<file path="config.mk">
export PLATFORM = sky130hd
export DESIGN_NAME = ihbfe_front_end
export DESIGN_NICKNAME = d
export VERILOG_FILES = /design/src/ihbfe_pkg.sv /design/src/ihbfe_front_end.sv
export VERILOG_INCLUDE_DIRS = /design/src /design/src/src
export SDC_FILE = /design/constraint.sdc
export NUM_CORES = 1
export LEC_CHECK = 0
export ABC_AREA = 1
export BUFFER_PORTS_ARGS = -buffer_cell sky130_fd_sc_hd__buf_2
export CORE_ASPECT_RATIO = 1.25
export CORE_UTILIZATION = 30
export CTS_CLUSTER_DIAMETER = 40
export CTS_CLUSTER_SIZE = 40
export DETAILED_ROUTE_END_ITERATION = 10
export SYNTH_ARGS = -nofsm -noshare
export SYNTH_HDL_FRONTEND = slang
export SYNTH_SLANG_ARGS = --single-unit
</file>
<file path="constraint.sdc">
create_clock -name ref_clk -period 4.2 [get_ports ref_clk]
set_input_delay 0.42 -clock ref_clk [delete_from_list [all_inputs] [get_ports ref_clk]]
set_output_delay 0.42 -clock ref_clk [all_outputs]
set_load 0.005 [all_outputs]
</file>
<file path="src/ihbfe_cfg.svh">
`ifndef IHBFE_CFG_SVH
`define IHBFE_CFG_SVH
`define IHBFE_UA_W      7
`define IHBFE_LA_W      17
`define IHBFE_IO_BASE   16'h03b0
`define IHBFE_IO_LAST   16'h03df
`define IHBFE_MEM_BASE  7'h05
`define IHBFE_IDX_RST   8'h00
`define IHBFE_DAT_RST   8'h00
`endif

</file>
<file path="src/ihbfe_pkg.sv">
package ihbfe_pkg;
    typedef enum logic [3:0] {
        XFER_IDLE = 4'b0001,
        XFER_WORD = 4'b0010,
        XFER_HIGH = 4'b0100,
        XFER_LOW  = 4'b1000
    } ihbfe_width_t;
    typedef struct packed {
        logic       ioRd;
        logic       ioWr;
        logic       memRd;
        logic       memWr;
    } ihbfe_strb_t;
endpackage

</file>
<file path="src/ihbfe_front_end.sv">
`timescale 1ns/100ps
`include "ihbfe_cfg.svh"
// Behaviour
// - Upper seven address lines latched on latch-enable falling edge, used in memory decode.
// - Upper data lane used both ways for 16-bit and high-byte transfers.
// - Byte-high enable with address bit 0 decodes width and lane.
// - Address enable high blocks I/O cycles; memory cycles unaffected.
// - Local-bus mode drives EEPROM pins as active-low lane output enables.
// - I/O write loads selected register on rising edge of write strobe.
// - 16-bit I/O write: index from low byte, data from high byte.
module ihbfe_front_end #(
    parameter int UA_W = `IHBFE_UA_W
) (
    input  wire logic                 ref_clk,
    input  wire logic                 rst,
    input  wire logic                 clkEn,
    input  wire logic [UA_W-1:0]      upperAddr,
    input  wire logic [16:0]          sysAddr,
    input  wire logic                 addrLatchEn,
    input  wire logic                 byteHighEn_n,
    input  wire logic                 addrEnable,
    input  wire ihbfe_pkg::ihbfe_strb_t strb_n,
    input  wire logic                 localBusMode,
    input  wire logic [15:0]          dataIn,
    output logic [15:0]               dataOut,
    output logic                      lowLaneOe,
    output logic                      highLaneOe,
    output logic                      eeprom_select_pin,
    output logic                      eeprom_data_in_pin,
    input  wire logic                 eepromSelectCore,
    input  wire logic                 eepromDataInCore,
    output logic                      memHit,
    output logic [7:0]                indexOut,
    output logic [7:0]                dataRegOut,
    output logic                      regWrite
);
    // Input synchronisers
    logic [1:0] aleSync_reg, iorSync_reg, iowSync_reg, mrdSync_reg, mwrSync_reg;
    logic [1:0] aleSync_next, iorSync_next, iowSync_next, mrdSync_next, mwrSync_next;
    logic [UA_W-1:0] upA1_reg, upA2_reg, upLatch_reg, upLatch_next;
    logic [UA_W-1:0] upShadow_reg, upShadow_next;
    logic [15:0] wrData_reg, wrData_next;
    logic        wrOdd_reg, wrOdd_next;
    ihbfe_pkg::ihbfe_width_t wrWidth_reg, wrWidth_next;
    logic [16:0] saA1_reg, saA2_reg;
    logic [15:0] dA1_reg, dA2_reg;
    logic [1:0]  ctlA1_reg, ctlA2_reg;
    logic        aleOld_reg, iowOld_reg, aleOld_next, iowOld_next;
    logic [7:0]  idx_reg, idx_next, dat_reg, dat_next;
    logic        wr_reg, wr_next;
    logic [15:0] dOut_reg, dOut_next;
    ihbfe_pkg::ihbfe_width_t width;
    logic ioSel, ioRdAct, memRdAct, memWrAct, ioWrAct, rdAct;

    // Width and lane decode
    function automatic ihbfe_pkg::ihbfe_width_t decodeWidth(input logic bhe_n, input logic a0);
        if (!bhe_n && !a0) begin
            decodeWidth = ihbfe_pkg::XFER_WORD;
        end else if (!bhe_n) begin
            decodeWidth = ihbfe_pkg::XFER_HIGH;
        end else begin
            decodeWidth = ihbfe_pkg::XFER_LOW;
        end
    endfunction

    always_comb begin
        aleSync_next = {aleSync_reg[0], addrLatchEn};
        iorSync_next = {iorSync_reg[0], ~strb_n.ioRd};
        iowSync_next = {iowSync_reg[0], ~strb_n.ioWr};
        mrdSync_next = {mrdSync_reg[0], ~strb_n.memRd};
        mwrSync_next = {mwrSync_reg[0], ~strb_n.memWr};
    end

    always_ff @(posedge ref_clk or posedge rst) begin
        if (rst) begin
            aleSync_reg <= 2'h0;
            iorSync_reg <= 2'h0;
            iowSync_reg <= 2'h0;
            mrdSync_reg <= 2'h0;
            mwrSync_reg <= 2'h0;
            upA1_reg <= '0;
            upA2_reg <= '0;
            saA1_reg <= 17'h00000;
            saA2_reg <= 17'h00000;
            dA1_reg <= 16'h0000;
            dA2_reg <= 16'h0000;
            ctlA1_reg <= 2'h3;
            ctlA2_reg <= 2'h3;
        end else if (clkEn) begin
            aleSync_reg <= aleSync_next;
            iorSync_reg <= iorSync_next;
            iowSync_reg <= iowSync_next;
            mrdSync_reg <= mrdSync_next;
            mwrSync_reg <= mwrSync_next;
            upA1_reg <= upperAddr;
            upA2_reg <= upA1_reg;
            saA1_reg <= sysAddr;
            saA2_reg <= saA1_reg;
            dA1_reg <= dataIn;
            dA2_reg <= dA1_reg;
            ctlA1_reg <= {byteHighEn_n, addrEnable};
            ctlA2_reg <= ctlA1_reg;
        end
    end

    // Cycle qualification
    always_comb begin
        width    = decodeWidth(ctlA2_reg[1], saA2_reg[0]);
        ioSel    = ({1'b0, saA2_reg[15:0]} >= {1'b0, `IHBFE_IO_BASE})
                   && (saA2_reg[15:0] <= `IHBFE_IO_LAST) && !ctlA2_reg[0];
        memHit   = (upLatch_reg == `IHBFE_MEM_BASE);
        ioRdAct  = iorSync_reg[1] && ioSel;
        ioWrAct  = iowSync_reg[1] && ioSel;
        memRdAct = mrdSync_reg[1] && memHit;
        memWrAct = mwrSync_reg[1] && memHit;
        rdAct    = ioRdAct || memRdAct;
    end

    // Address latch, write capture, read data
    always_comb begin
        aleOld_next   = aleSync_reg[1];
        iowOld_next   = ioWrAct;
        upShadow_next = upShadow_reg;
        upLatch_next  = upLatch_reg;
        wrData_next   = wrData_reg;
        wrWidth_next  = wrWidth_reg;
        wrOdd_next    = wrOdd_reg;
        idx_next      = idx_reg;
        dat_next      = dat_reg;
        wr_next       = 1'b0;
        dOut_next     = {dat_reg, idx_reg};
        // Track upper lines while latch enable stands; later pin moves are harmless
        if (aleSync_reg[1]) begin
            upShadow_next = upA2_reg;
        end
        if (aleOld_reg && !aleSync_reg[1]) begin
            upLatch_next = upShadow_reg;
        end
        // Keep lanes and decode from the last active strobe sample
        if (ioWrAct) begin
            wrData_next  = dA2_reg;
            wrWidth_next = width;
            wrOdd_next   = saA2_reg[0];
        end
        if (iowOld_reg && !iowSync_reg[1]) begin
            wr_next = 1'b1;
            if (wrWidth_reg == ihbfe_pkg::XFER_WORD) begin
                idx_next = wrData_reg[7:0];
                dat_next = wrData_reg[15:8];
            end else if (wrWidth_reg == ihbfe_pkg::XFER_HIGH) begin
                dat_next = wrData_reg[15:8];
            end else if (wrOdd_reg) begin
                dat_next = wrData_reg[7:0];
            end else begin
                idx_next = wrData_reg[7:0];
            end
        end
    end

    always_ff @(posedge ref_clk or posedge rst) begin
        if (rst) begin
            aleOld_reg  <= 1'b0;
            iowOld_reg  <= 1'b0;
            upLatch_reg <= '0;
            upShadow_reg <= '0;
            wrData_reg  <= 16'h0000;
            wrWidth_reg <= ihbfe_pkg::XFER_IDLE;
            wrOdd_reg   <= 1'b0;
            idx_reg     <= `IHBFE_IDX_RST;
            dat_reg     <= `IHBFE_DAT_RST;
            wr_reg      <= 1'b0;
            dOut_reg    <= 16'h0000;
        end else if (clkEn) begin
            aleOld_reg  <= aleOld_next;
            iowOld_reg  <= iowOld_next;
            upLatch_reg <= upLatch_next;
            upShadow_reg <= upShadow_next;
            wrData_reg  <= wrData_next;
            wrWidth_reg <= wrWidth_next;
            wrOdd_reg   <= wrOdd_next;
            idx_reg     <= idx_next;
            dat_reg     <= dat_next;
            wr_reg      <= wr_next;
            dOut_reg    <= dOut_next;
        end
    end

    // Lane drive and pin muxing
    always_comb begin
        dataOut    = dOut_reg;
        lowLaneOe  = rdAct && (width != ihbfe_pkg::XFER_HIGH);
        highLaneOe = rdAct && (width != ihbfe_pkg::XFER_LOW);
        if (rdAct && width == ihbfe_pkg::XFER_HIGH) begin
            dataOut = {dOut_reg[15:8], 8'h00};
        end
        eeprom_select_pin  = localBusMode ? ~lowLaneOe : eepromSelectCore;
        eeprom_data_in_pin = localBusMode ? ~highLaneOe : eepromDataInCore;
        indexOut   = idx_reg;
        dataRegOut = dat_reg;
        regWrite   = wr_reg;
    end

    // Checks
    a_upper_latch: assert property (@(posedge ref_clk) disable iff (rst)
        clkEn && $past(clkEn) && $fell(aleSync_reg[1]) |=> upLatch_reg == $past(upA2_reg, 2))
        else $error("upper address not latched");
    a_dma_block: assert property (@(posedge ref_clk) disable iff (rst)
        ctlA2_reg[0] && !mrdSync_reg[1] |-> !lowLaneOe && !highLaneOe)
        else $error("io answered during dma");
    a_high_lane: assert property (@(posedge ref_clk) disable iff (rst)
        highLaneOe |-> !ctlA2_reg[1] && (iorSync_reg[1] || mrdSync_reg[1]))
        else $error("high lane driven on low transfer");
    a_low_lane: assert property (@(posedge ref_clk) disable iff (rst)
        rdAct && ctlA2_reg[1] |-> lowLaneOe && !highLaneOe)
        else $error("low lane not driven");
    a_width_dec: assert property (@(posedge ref_clk) disable iff (rst)
        width == (ctlA2_reg[1] ? ihbfe_pkg::XFER_LOW
                               : (saA2_reg[0] ? ihbfe_pkg::XFER_HIGH : ihbfe_pkg::XFER_WORD)))
        else $error("width decode wrong");
    a_lane_pins: assert property (@(posedge ref_clk) disable iff (rst)
        localBusMode |-> eeprom_select_pin == !lowLaneOe && eeprom_data_in_pin == !highLaneOe)
        else $error("lane enable pins wrong");
    a_write_edge: assert property (@(posedge ref_clk) disable iff (rst)
        clkEn && $past(clkEn) && $fell(iowSync_reg[1]) && $past(ioSel) |=> regWrite)
        else $error("write strobe edge missed");
    a_word_write: assert property (@(posedge ref_clk) disable iff (rst)
        clkEn && $past(clkEn) && iowOld_reg && !iowSync_reg[1]
        && wrWidth_reg == ihbfe_pkg::XFER_WORD
        |=> indexOut == $past(dA2_reg[7:0], 2) && dataRegOut == $past(dA2_reg[15:8], 2))
        else $error("word write lanes wrong");
    a_freeze_hold: assert property (@(posedge ref_clk) disable iff (rst)
        !clkEn |=> $stable(indexOut) && $stable(dataRegOut) && $stable(upLatch_reg))
        else $error("state moved while frozen");
    c_word_wr: cover property (@(posedge ref_clk) disable iff (rst) regWrite && !ctlA2_reg[1]);
    c_io_read: cover property (@(posedge ref_clk) disable iff (rst) ioRdAct);
    c_mem_hit: cover property (@(posedge ref_clk) disable iff (rst) memRdAct);
    c_mem_wr: cover property (@(posedge ref_clk) disable iff (rst) memWrAct);
endmodule

</file>
# After elaboration in Yosys (flattened, before gate mapping)
# Cells that the tools add are included.
# op_classes
reduce_logical	23
n_bitwise	5
eq_ne	8
magnitude_cmp	2
mux	12
# ops
op	n
$mux W8	7
$ge A16 B10 Y1 const B	1
$le A16 B10 Y1 const B	1
$logic_and A1 B1 Y1	11
$eq A4 B3 Y1 const B	2
$mux W4	2
$eq A7 B3 Y1 const B	1
$reduce_and A2 Y1	3
$logic_not A1 Y1	5
$not A1 Y1	5
$eq A4 B2 Y1 const B	1
$ne A4 B3 Y1 const B	1
$ne A4 B4 Y1 const B	1
$reduce_and A4 Y1	1
$mux W1	3
$reduce_and A3 Y1	1
$reduce_bool A3 Y1	1
$ne A2 B1 Y1 const B	1
$ne A2 B2 Y1 const B	1
$logic_or A1 B1 Y1	1
# totals
output_inout_bits	38
input_bits	53
wordCells	73
ff_bits	160

# Longest topological paths before layout
# Gate-level depths: netlist (run 1).
# logic_depth
depth_word	8
ltp_mapped	9
depth_no_buf	9

# Worst setup path before layout (run 1)
# No wires, ideal clock.
# synth_timing
path_kind	reg2out
start	reg ctlA2_reg[0]
end	out dataOut[0]
arrival_time_ns	1.054
path_slack_ns	2.726
path_buffers	0
stages_incl_launch_ff	9
required_ns	3.780
path_cell_list	dfstp_2 nor2_1 nand2_1 nor2_1 nand3_1 nand2_1 nand3_1 nand2_1 inv_1
# synth_via
elab_chain_len	6
# synth_lines
item	line_no	rtl
start, declared	ihbfe_front_end.sv:47	logic [1:0] ctlA1_reg, ctlA2_reg;
start signal, assigned	ihbfe_front_end.sv:102	ctlA2_reg <= ctlA1_reg;
$logic_not A1 Y1	ihbfe_front_end.sv:110	&& (saA2_reg[15:0] <= `IHBFE_IO_LAST) && !ctlA2_reg[0];
$logic_and A1 B1 Y1	ihbfe_front_end.sv:109	ioSel = ({1'b0, saA2_reg[15:0]} >= {1'b0, `IHBFE_IO_BASE})
$logic_and A1 B1 Y1	ihbfe_front_end.sv:112	ioRdAct = iorSync_reg[1] && ioSel;
$logic_or A1 B1 Y1	ihbfe_front_end.sv:116	rdAct = ioRdAct || memRdAct;
$logic_and A1 B1 Y1	ihbfe_front_end.sv:193	if (rdAct && width == ihbfe_pkg::XFER_HIGH) begin
$mux W8	ihbfe_front_end.sv:193	
end, declared	ihbfe_front_end.sv:25	output logic [15:0] dataOut,
# No other way between the ends.

# Worst setup path after layout (run 1)
# layout_timing
start	reg saA2_reg[10]
end	out dataOut[5]
# layout_via
elab_chain_len	7
elab_cells_between_ends	8
classes_between	order compare: 2; mux: 1; reduce/logical: 5
# layout_lines
item	line_no	rtl
start, declared	ihbfe_front_end.sv:45	logic [16:0] saA1_reg, saA2_reg;
start signal, assigned	ihbfe_front_end.sv:98	saA2_reg <= saA1_reg;
$ge A16 B10 Y1 / $le A16 B10 Y1 (equally long branches)	-	
$logic_and A1 B1 Y1 (*) (2 in a row)	ihbfe_front_end.sv:109	
$logic_and A1 B1 Y1 (*)	ihbfe_front_end.sv:112	
$logic_or A1 B1 Y1 (*)	ihbfe_front_end.sv:116	
$logic_and A1 B1 Y1 (*)	ihbfe_front_end.sv:193	
$mux W8 (*)	ihbfe_front_end.sv:193	
# Every way passes the cells marked *; elsewhere a longest branch is shown, timed or not.

==> qor.json, run 1 <==
{
  "status": {"value": "completed"},
  "max-clock-path-buffers": {"value": 2},
  "syn-cell-area": {"value": 6270, "unit": "µm²"},
  "critical_path.endpoint_type": {"value": "primary output"},
  "rsz0062_at_grt": {"value": "false"},
  "tritoncts": {"value": "yes"},
  "ctsRootBufferMaster": {"value": "clkbuf_16"},
  "worst_hold_path.num_cells": {"value": 3},
  "synth_top_area_share": {"value": 59.5, "unit": "%"},
  "remaining_drc_errors": {"value": 0},
  "detailed_placement_wirelength_estimate": {"value": 8360, "unit": "µm"},
  "io_buffers": {"value": 85},
  "gp_congestion": {"value": 0.734},
  "die_width": {"value": 131, "unit": "µm"},
  "post-layout-total-power": {"value": 3.45, "unit": "mW"},
  "detail_route.iter0.violations": {"value": 345},
  "min_path_type": {"value": "primary input to flop"},
  "synth_top_flop_cell": {"value": "dfrtp_1"},
  "worst-path-stages": {"value": 9},
  "vias": {"value": 4466},
  "area.growth.synth_to_final": {"value": 19.0, "unit": "%"},
  "post-route-worst-setup-slack": {"value": 1770, "unit": "ps"},
  "hold_violations": {"value": 0},
  "clock_skew": {"value": 7.13, "unit": "ps"},
  "static-leakage-power": {"value": 4.01, "unit": "nW"},
  "htreeDepth": {"value": 4},
  "postSynthAreaPerCell": {"value": 8.93, "unit": "µm²"},
  "antenna_found_initial": {"value": 0},
  "synthDominantAreaCellType": {"value": "dfrtp_1"},
  "postLayoutCellArea": {"value": 7460, "unit": "µm²"},
  "cp_data_required_time": {"value": 3780, "unit": "ps"},
  "fin_hold_ws": {"value": 192, "unit": "ps"},
  "layout-drive-gt1-share": {"value": 18.3, "unit": "%"},
  "timing.reg2reg.setup_slack": {"value": 2550, "unit": "ps"},
  "grt_max_degree": {"value": 155},
  "netlist_instances": {"value": 702},
  "reg2reg_depth": {"value": 6},
  "timing.critical_path.from_type": {"value": "flop"},
  "timing.critical_path.cells": {"value": "nor2_1 > nand2_1 > nor2_1 > nand3_1 > nand2_1 > nand3_1 > nand2_1 > inv_1 > buf_2"},
  "final_clock_period_utilization_by_the_worst_path": {"value": 57.7, "unit": "%"},
  "wl_per_cell": {"value": 12.0, "unit": "µm"},
  "vdd.ir_drop.worst": {"value": 0.000238, "unit": "V"},
  "clock_transition_at_path_regs": {"value": 60, "unit": "ps"},
  "fmax": {"value": 0.412, "unit": "GHz"},
  "cts_resized": {"value": 0},
  "wirelength": {"value": 12700, "unit": "µm"},
  "core_region_area": {"value": 20300, "unit": "µm²"},
  "synthDistinctLibCells": {"value": 25},
  "crit_family": {"value": "simple AND/OR/NAND/NOR gates"},
  "drt-vias-per-instance": {"value": 4.24},
  "maxCapViolCount": {"value": 0},
  "worst_slew_margin_rel": {"value": 44.2, "unit": "%"},
  "slew_viol_final": {"value": 0},
  "critPathSlowestCell": {"value": "dfrtp_1"},
  "synth_async_sr_flop_share": {"value": 100, "unit": "%"},
  "n_antenna_cell": {"value": 0},
  "fillCellCount": {"value": 2132},
  "ys_warn_count": {"value": 0},
  "arrival_time_worst_endpoint": {"value": 2010, "unit": "ps"},
  "tritoncts.num_buffers": {"value": 17},
  "setup_viol": {"value": 0},
  "cts_hold_buf": {"value": 0},
  "preCtsSetupSlack": {"value": 2110, "unit": "ps"},
  "finalNetCount": {"value": 826},
  "rows": {"value": 58},
  "power_density": {"value": 463, "unit": "nW/µm²"},
  "worst-slew-pin-transition": {"value": 837, "unit": "ps"},
  "die_area": {"value": 21500, "unit": "µm²"},
  "drt.antenna.violating_nets": {"value": 0},
  "io-pin-count": {"value": 91},
  "synth_top_cells_by_area": {"value": "dfrtp_1 (59%), nand2_1 (18%), o21ai_0 (3.4%)"},
  "drt-pass1-iter-count": {"value": 4},
  "syn-num-nets": {"value": 755},
  "grt_overflow_total": {"value": 0},
  "clock_insertion_delay_worst_skew": {"value": 420, "unit": "ps"},
  "die-height": {"value": 164, "unit": "µm"},
  "timing_worst_setup_path_type": {"value": "flop to primary output"},
  "grt.total_usage": {"value": 12.9, "unit": "%"},
  "synth_most_common_cell": {"value": "nand2_1"},
  "post-cts-setup-buffer-count": {"value": 0},
  "critical_path_peak_fanout": {"value": 8},
  "synthTopCellsByCount": {"value": "nand2_1 (306), dfrtp_1 (149), inv_1 (57)"},
  "total_neg_setup_slack": {"value": 0, "unit": "ps"},
  "floorplan.initialDensity": {"value": 30.8, "unit": "%"},
  "yosys_register_bits": {"value": 154},
  "placed_area": {"value": 6890, "unit": "µm²"},
  "synth_edf_count": {"value": 0},
  "tritoncts_sinks": {"value": 154},
  "cell_occurring_most_often_along_the_worst_timing_path": {"value": "nand2_1"},
  "global_route_wire_length_before_repair": {"value": 21700, "unit": "µm"},
  "worstPathBufferInverterCount": {"value": 2},
  "seq_area_frac_synth": {"value": 61.6, "unit": "%"},
  "timing.critical_path.slowest_cell_delay": {"value": 380, "unit": "ps"},
  "grt_pass1_vias": {"value": 4426},
  "final_period_minus_worst_setup_slack": {"value": 2430, "unit": "ps"}
}
[tightest hold or removal path, stage by stage]
cell     delay (ps)
buf_2            80
nand2_1          40
nand2_1          50
[placed cells by master, fill, tap and decap left out, drive strengths merged, types with 4 or more instances in the layout]
| cell | synthesis | routed |
|---|---|---|
| nand2 | 316 | 316 |
| nor2 | 14 | 14 |
| inv | 62 | 61 |
| clkbuf | 14 | 22 |
| o21ai | 80 | 80 |
| dfstp | 5 | 5 |
| mux2 | 5 | 5 |
| buf | 22 | 88 |
| nor3 | 4 | 4 |
| dfrtp | 149 | 149 |
| nand3 | 25 | 25 |
[power breakdown]
part	leakage, nW	internal (mW)	switching (mW)
Clock	0.276	0.940	0.571
Sequential	1.98	1.62	0.0655
Combinational	1.76	0.0955	0.164
Total	4.01	2.65	0.800
[metal layers]
layer / GRT usage, % / vias up / share of wire, %
li1: - / 2301 / -
met1: 15.8 / 2071 / 47
met2: 21.2 / 72 / 48
met3: 3.23 / 22 / 3.3
met4: 6.40 / 0 / 2.3
met5: 0 / - / 0
[kinds of logic (layout without fill, tap and decap cells)]
family	after synthesis	count (layout)	share of synthesized area, %
AO/OA/AOI/OAI	84	84	7.15
buffers and inverters	98	179	6.75
flip-flops	154	154	61.6
multiplexers	5	5	0.898
AND/OR/NAND/NOR	361	361	23.6
[path summary, 6_finish.rpt]
| kind | from | to |
|---|---|---|
| worst max register to register | saA2_reg[10]$_DFFE_PP0P_ | wrWidth_reg[3]$_DFFE_PP0P_ |
| max in group asynchronous | rst | wrData_reg[5]$_DFFE_PP0P_ |
| worst max-delay path | saA2_reg[10]$_DFFE_PP0P_ | dataOut[5] |
| min in group asynchronous | rst | upShadow_reg[1]$_DFFE_PP0P_ |
| worst min register to register | dOut_reg[13]$_DFFE_PP0P_ | dOut_reg[13]$_DFFE_PP0P_ |
| worst min-delay path | dataIn[12] | dA1_reg[12]$_DFFE_PP0P_ |
[through the flow]
| step | util, % | cells |
|---|---|---|
| 2_1_floorplan | - | 702 |
| 3_3_place_gp | 33.9 | 1024 |
| 3_5_place_dp | 33.9 | 1024 |
| 4_1_cts | 36.7 | 1053 |
| 5_1_grt | 36.7 | 1053 |
| 6_report | 36.7 | 1053 |
[layout make-up]
class	instances	area (µm²)	area share (%)
clock buffers	22	454	6.09
flip-flops and latches	154	3860	51.7
repair buffers	88	463	6.20
inverters	62	241	3.24
multi-input cells	450	1980	26.6
well taps	270	338	4.53
clock inverters	7	120	1.61
Note: power is estimated with default switching activity, not from simulation.
==> run 2: changes to the inputs <==
clock period = 2.31 ns   (was 4.2 ns; I/O delays follow)
==> qor.json, run 2 (synthesis gave the netlist of run 1 again) <==
{
  "status": {"value": "completed"},
  "die_width": {"value": 131, "unit": "µm"},
  "die-height": {"value": 164, "unit": "µm"},
  "arrival_time_worst_endpoint": {"value": 1810, "unit": "ps"},
  "max-clock-path-buffers": {"value": 2},
  "vdd.ir_drop.worst": {"value": 0.000389, "unit": "V"},
  "rows": {"value": 58},
  "finalNetCount": {"value": 851},
  "critPathSlowestCell": {"value": "dfrtp_1"},
  "grt_pass1_vias": {"value": 4392},
  "worst_hold_path.num_cells": {"value": 3},
  "vias": {"value": 4535},
  "critical_path_peak_fanout": {"value": 2},
  "r2r_end": {"value": "wrWidth_reg[3]$_DFFE_PP0P_"},
  "gp_congestion": {"value": 0.766},
  "ctsRootBufferMaster": {"value": "clkbuf_16"},
  "tritoncts_sinks": {"value": 154},
  "clock_transition_at_path_regs": {"value": 70, "unit": "ps"},
  "wirelength": {"value": 12900, "unit": "µm"},
  "timing.critical_path.cells": {"value": "nor2_1 > nand2_1 > nor2_1 > nand3_1 > nand2_1 > nand2_1 > nand2_1 > nand2_1 > buf_2"},
  "timing.critical_path.from_type": {"value": "flop"},
  "critical_path.reg2reg.startpoint": {"value": "saA2_reg[13]$_DFFE_PP0P_"},
  "antenna_found_initial": {"value": 0},
  "worst-slew-pin-transition": {"value": 526, "unit": "ps"},
  "detailed_placement_wirelength_estimate": {"value": 8760, "unit": "µm"},
  "final_clock_period_utilization_by_the_worst_path": {"value": 88.2, "unit": "%"},
  "hold_path.startpoint": {"value": "dataIn[14]"},
  "slew_viol_final": {"value": 0},
  "power_density": {"value": 812, "unit": "nW/µm²"},
  "grt.total_usage": {"value": 12.9, "unit": "%"},
  "commonest_non_fill_non_tap_cell_in_the_layout": {"value": "nand2_1"},
  "critical_path.endpoint_type": {"value": "primary output"},
  "hold_violations": {"value": 0},
  "most-common-layout-cells": {"value": "nand2_1 (306), dfrtp_1 (149), buf_2 (84), inv_1 (56), o21ai_0 (43)"},
  "grt_max_degree": {"value": 76},
  "cell_occurring_most_often_along_the_worst_timing_path": {"value": "nand2_1"},
  "maxCapViolCount": {"value": 0},
  "timing.critical_path.slowest_cell_delay": {"value": 380, "unit": "ps"},
  "finalCoreUtilization": {"value": 38.0, "unit": "%"},
  "drt-vias-per-instance": {"value": 4.20},
  "setup_viol": {"value": 0},
  "whs_endpoint": {"value": "dA1_reg[14]$_DFFE_PP0P_"},
  "drt-pass1-iter-count": {"value": 4},
  "post-layout-total-power": {"value": 6.27, "unit": "mW"},
  "drt.antenna.violating_nets": {"value": 0},
  "fmax": {"value": 0.491, "unit": "GHz"},
  "floorplan.initialDensity": {"value": 30.8, "unit": "%"},
  "timing.reg2reg.setup_slack": {"value": 670, "unit": "ps"},
  "static-leakage-power": {"value": 4.12, "unit": "nW"},
  "io-pin-count": {"value": 91},
  "grt_overflow_total": {"value": 0},
  "final_period_minus_worst_setup_slack": {"value": 2040, "unit": "ps"},
  "preCtsSetupSlack": {"value": 583, "unit": "ps"},
  "rsz0062_at_grt": {"value": "false"},
  "worst_slew_margin_rel": {"value": 64.9, "unit": "%"},
  "clock_skew": {"value": 8.48, "unit": "ps"},
  "clock_insertion_delay_worst_skew": {"value": 420, "unit": "ps"},
  "global_route_wire_length_before_repair": {"value": 21800, "unit": "µm"},
  "post-route-worst-setup-slack": {"value": 273, "unit": "ps"},
  "timing_worst_setup_path_type": {"value": "flop to primary output"},
  "min_path_type": {"value": "primary input to flop"},
  "htreeDepth": {"value": 4},
  "tritoncts": {"value": "yes"},
  "area.growth.synth_to_final": {"value": 23.2, "unit": "%"},
  "cp_data_required_time": {"value": 2080, "unit": "ps"},
  "remaining_drc_errors": {"value": 0},
  "io_buffers": {"value": 85},
  "total_neg_setup_slack": {"value": 0, "unit": "ps"},
  "n_antenna_cell": {"value": 0},
  "wl_per_cell": {"value": 11.9, "unit": "µm"},
  "tritoncts.num_buffers": {"value": 17},
  "reg2reg_depth": {"value": 6},
  "detail_route.iter0.violations": {"value": 282},
  "fin_hold_ws": {"value": 16.6, "unit": "ps"},
  "core_region_area": {"value": 20300, "unit": "µm²"},
  "die_area": {"value": 21500, "unit": "µm²"},
  "layout-drive-gt1-share": {"value": 19.1, "unit": "%"}
}
==> run 2: critical path, delay by kind of cell (launching register included) <==
kind,cells,cell delay (ps)
simple gates,8,880
flops,1,380
buf+inv,1,120
==> run 2: worst max-delay path by stage <==
| stage | end | startpoint | slack, ps |
|---|---|---|---|
| after floorplan | aleOld_reg$_DFFE_PP0P_ | rst | 140 |
| after global placement | dataOut[2] | saA2_reg[10]$_DFFE_PP0P_ | 620 |
| after detailed placement | dataOut[5] | saA2_reg[13]$_DFFE_PP0P_ | 580 |
| after CTS | dataOut[5] | saA2_reg[10]$_DFFE_PP0P_ | 110 |
| after global routing | dataOut[4] | saA2_reg[10]$_DFFE_PP0P_ | 100 |
| final | eeprom_select_pin | saA2_reg[10]$_DFFE_PP0P_ | 270 |
==> run 2: layer usage <==
metal | routed length [µm] | global-route usage, % | part of all wire, %
met1 | 6180 | 16.2 | 48
met5 | 0 | 0 | 0
met2 | 6050 | 21.3 | 47
met4 | 191 | 5.71 | 1.5
met3 | 425 | 3.01 | 3.3
==> run 2: report_power, final <==
group	leakage, nW	switching (mW)	internal, mW	total, mW
Sequential	1.98	0.117	2.94	3.05
Clock	0.277	1.17	1.54	2.70
Combinational	1.87	0.307	0.203	0.509
==> run 2: final cells by class <==
type	count	area, µm²
timing repair buffer	113	716
clock buffer	18	439
multi-input combinational	450	1990
sequential	154	3860
clock inverter	14	135
inverter	62	241
fill	2077	12600
tap	270	338
==> run 2: metrics by stage <==
stage,std cells,area [µm²]
after floorplan,702,6270
after global placement,1028,6930
after detailed placement,1028,6930
after CTS,1081,7710
after global routing,1081,7720
final,1081,7720
==> run 2: what timing repair did <==
item | 4_1_cts | 5_1_grt
gates resized for setup | 0 | 1
setup endpoints to repair | 0 | 8
endpoints found under the hold margin | 31 | 0
hold buffers | 21 | 0
buffers inserted | 0 | 0
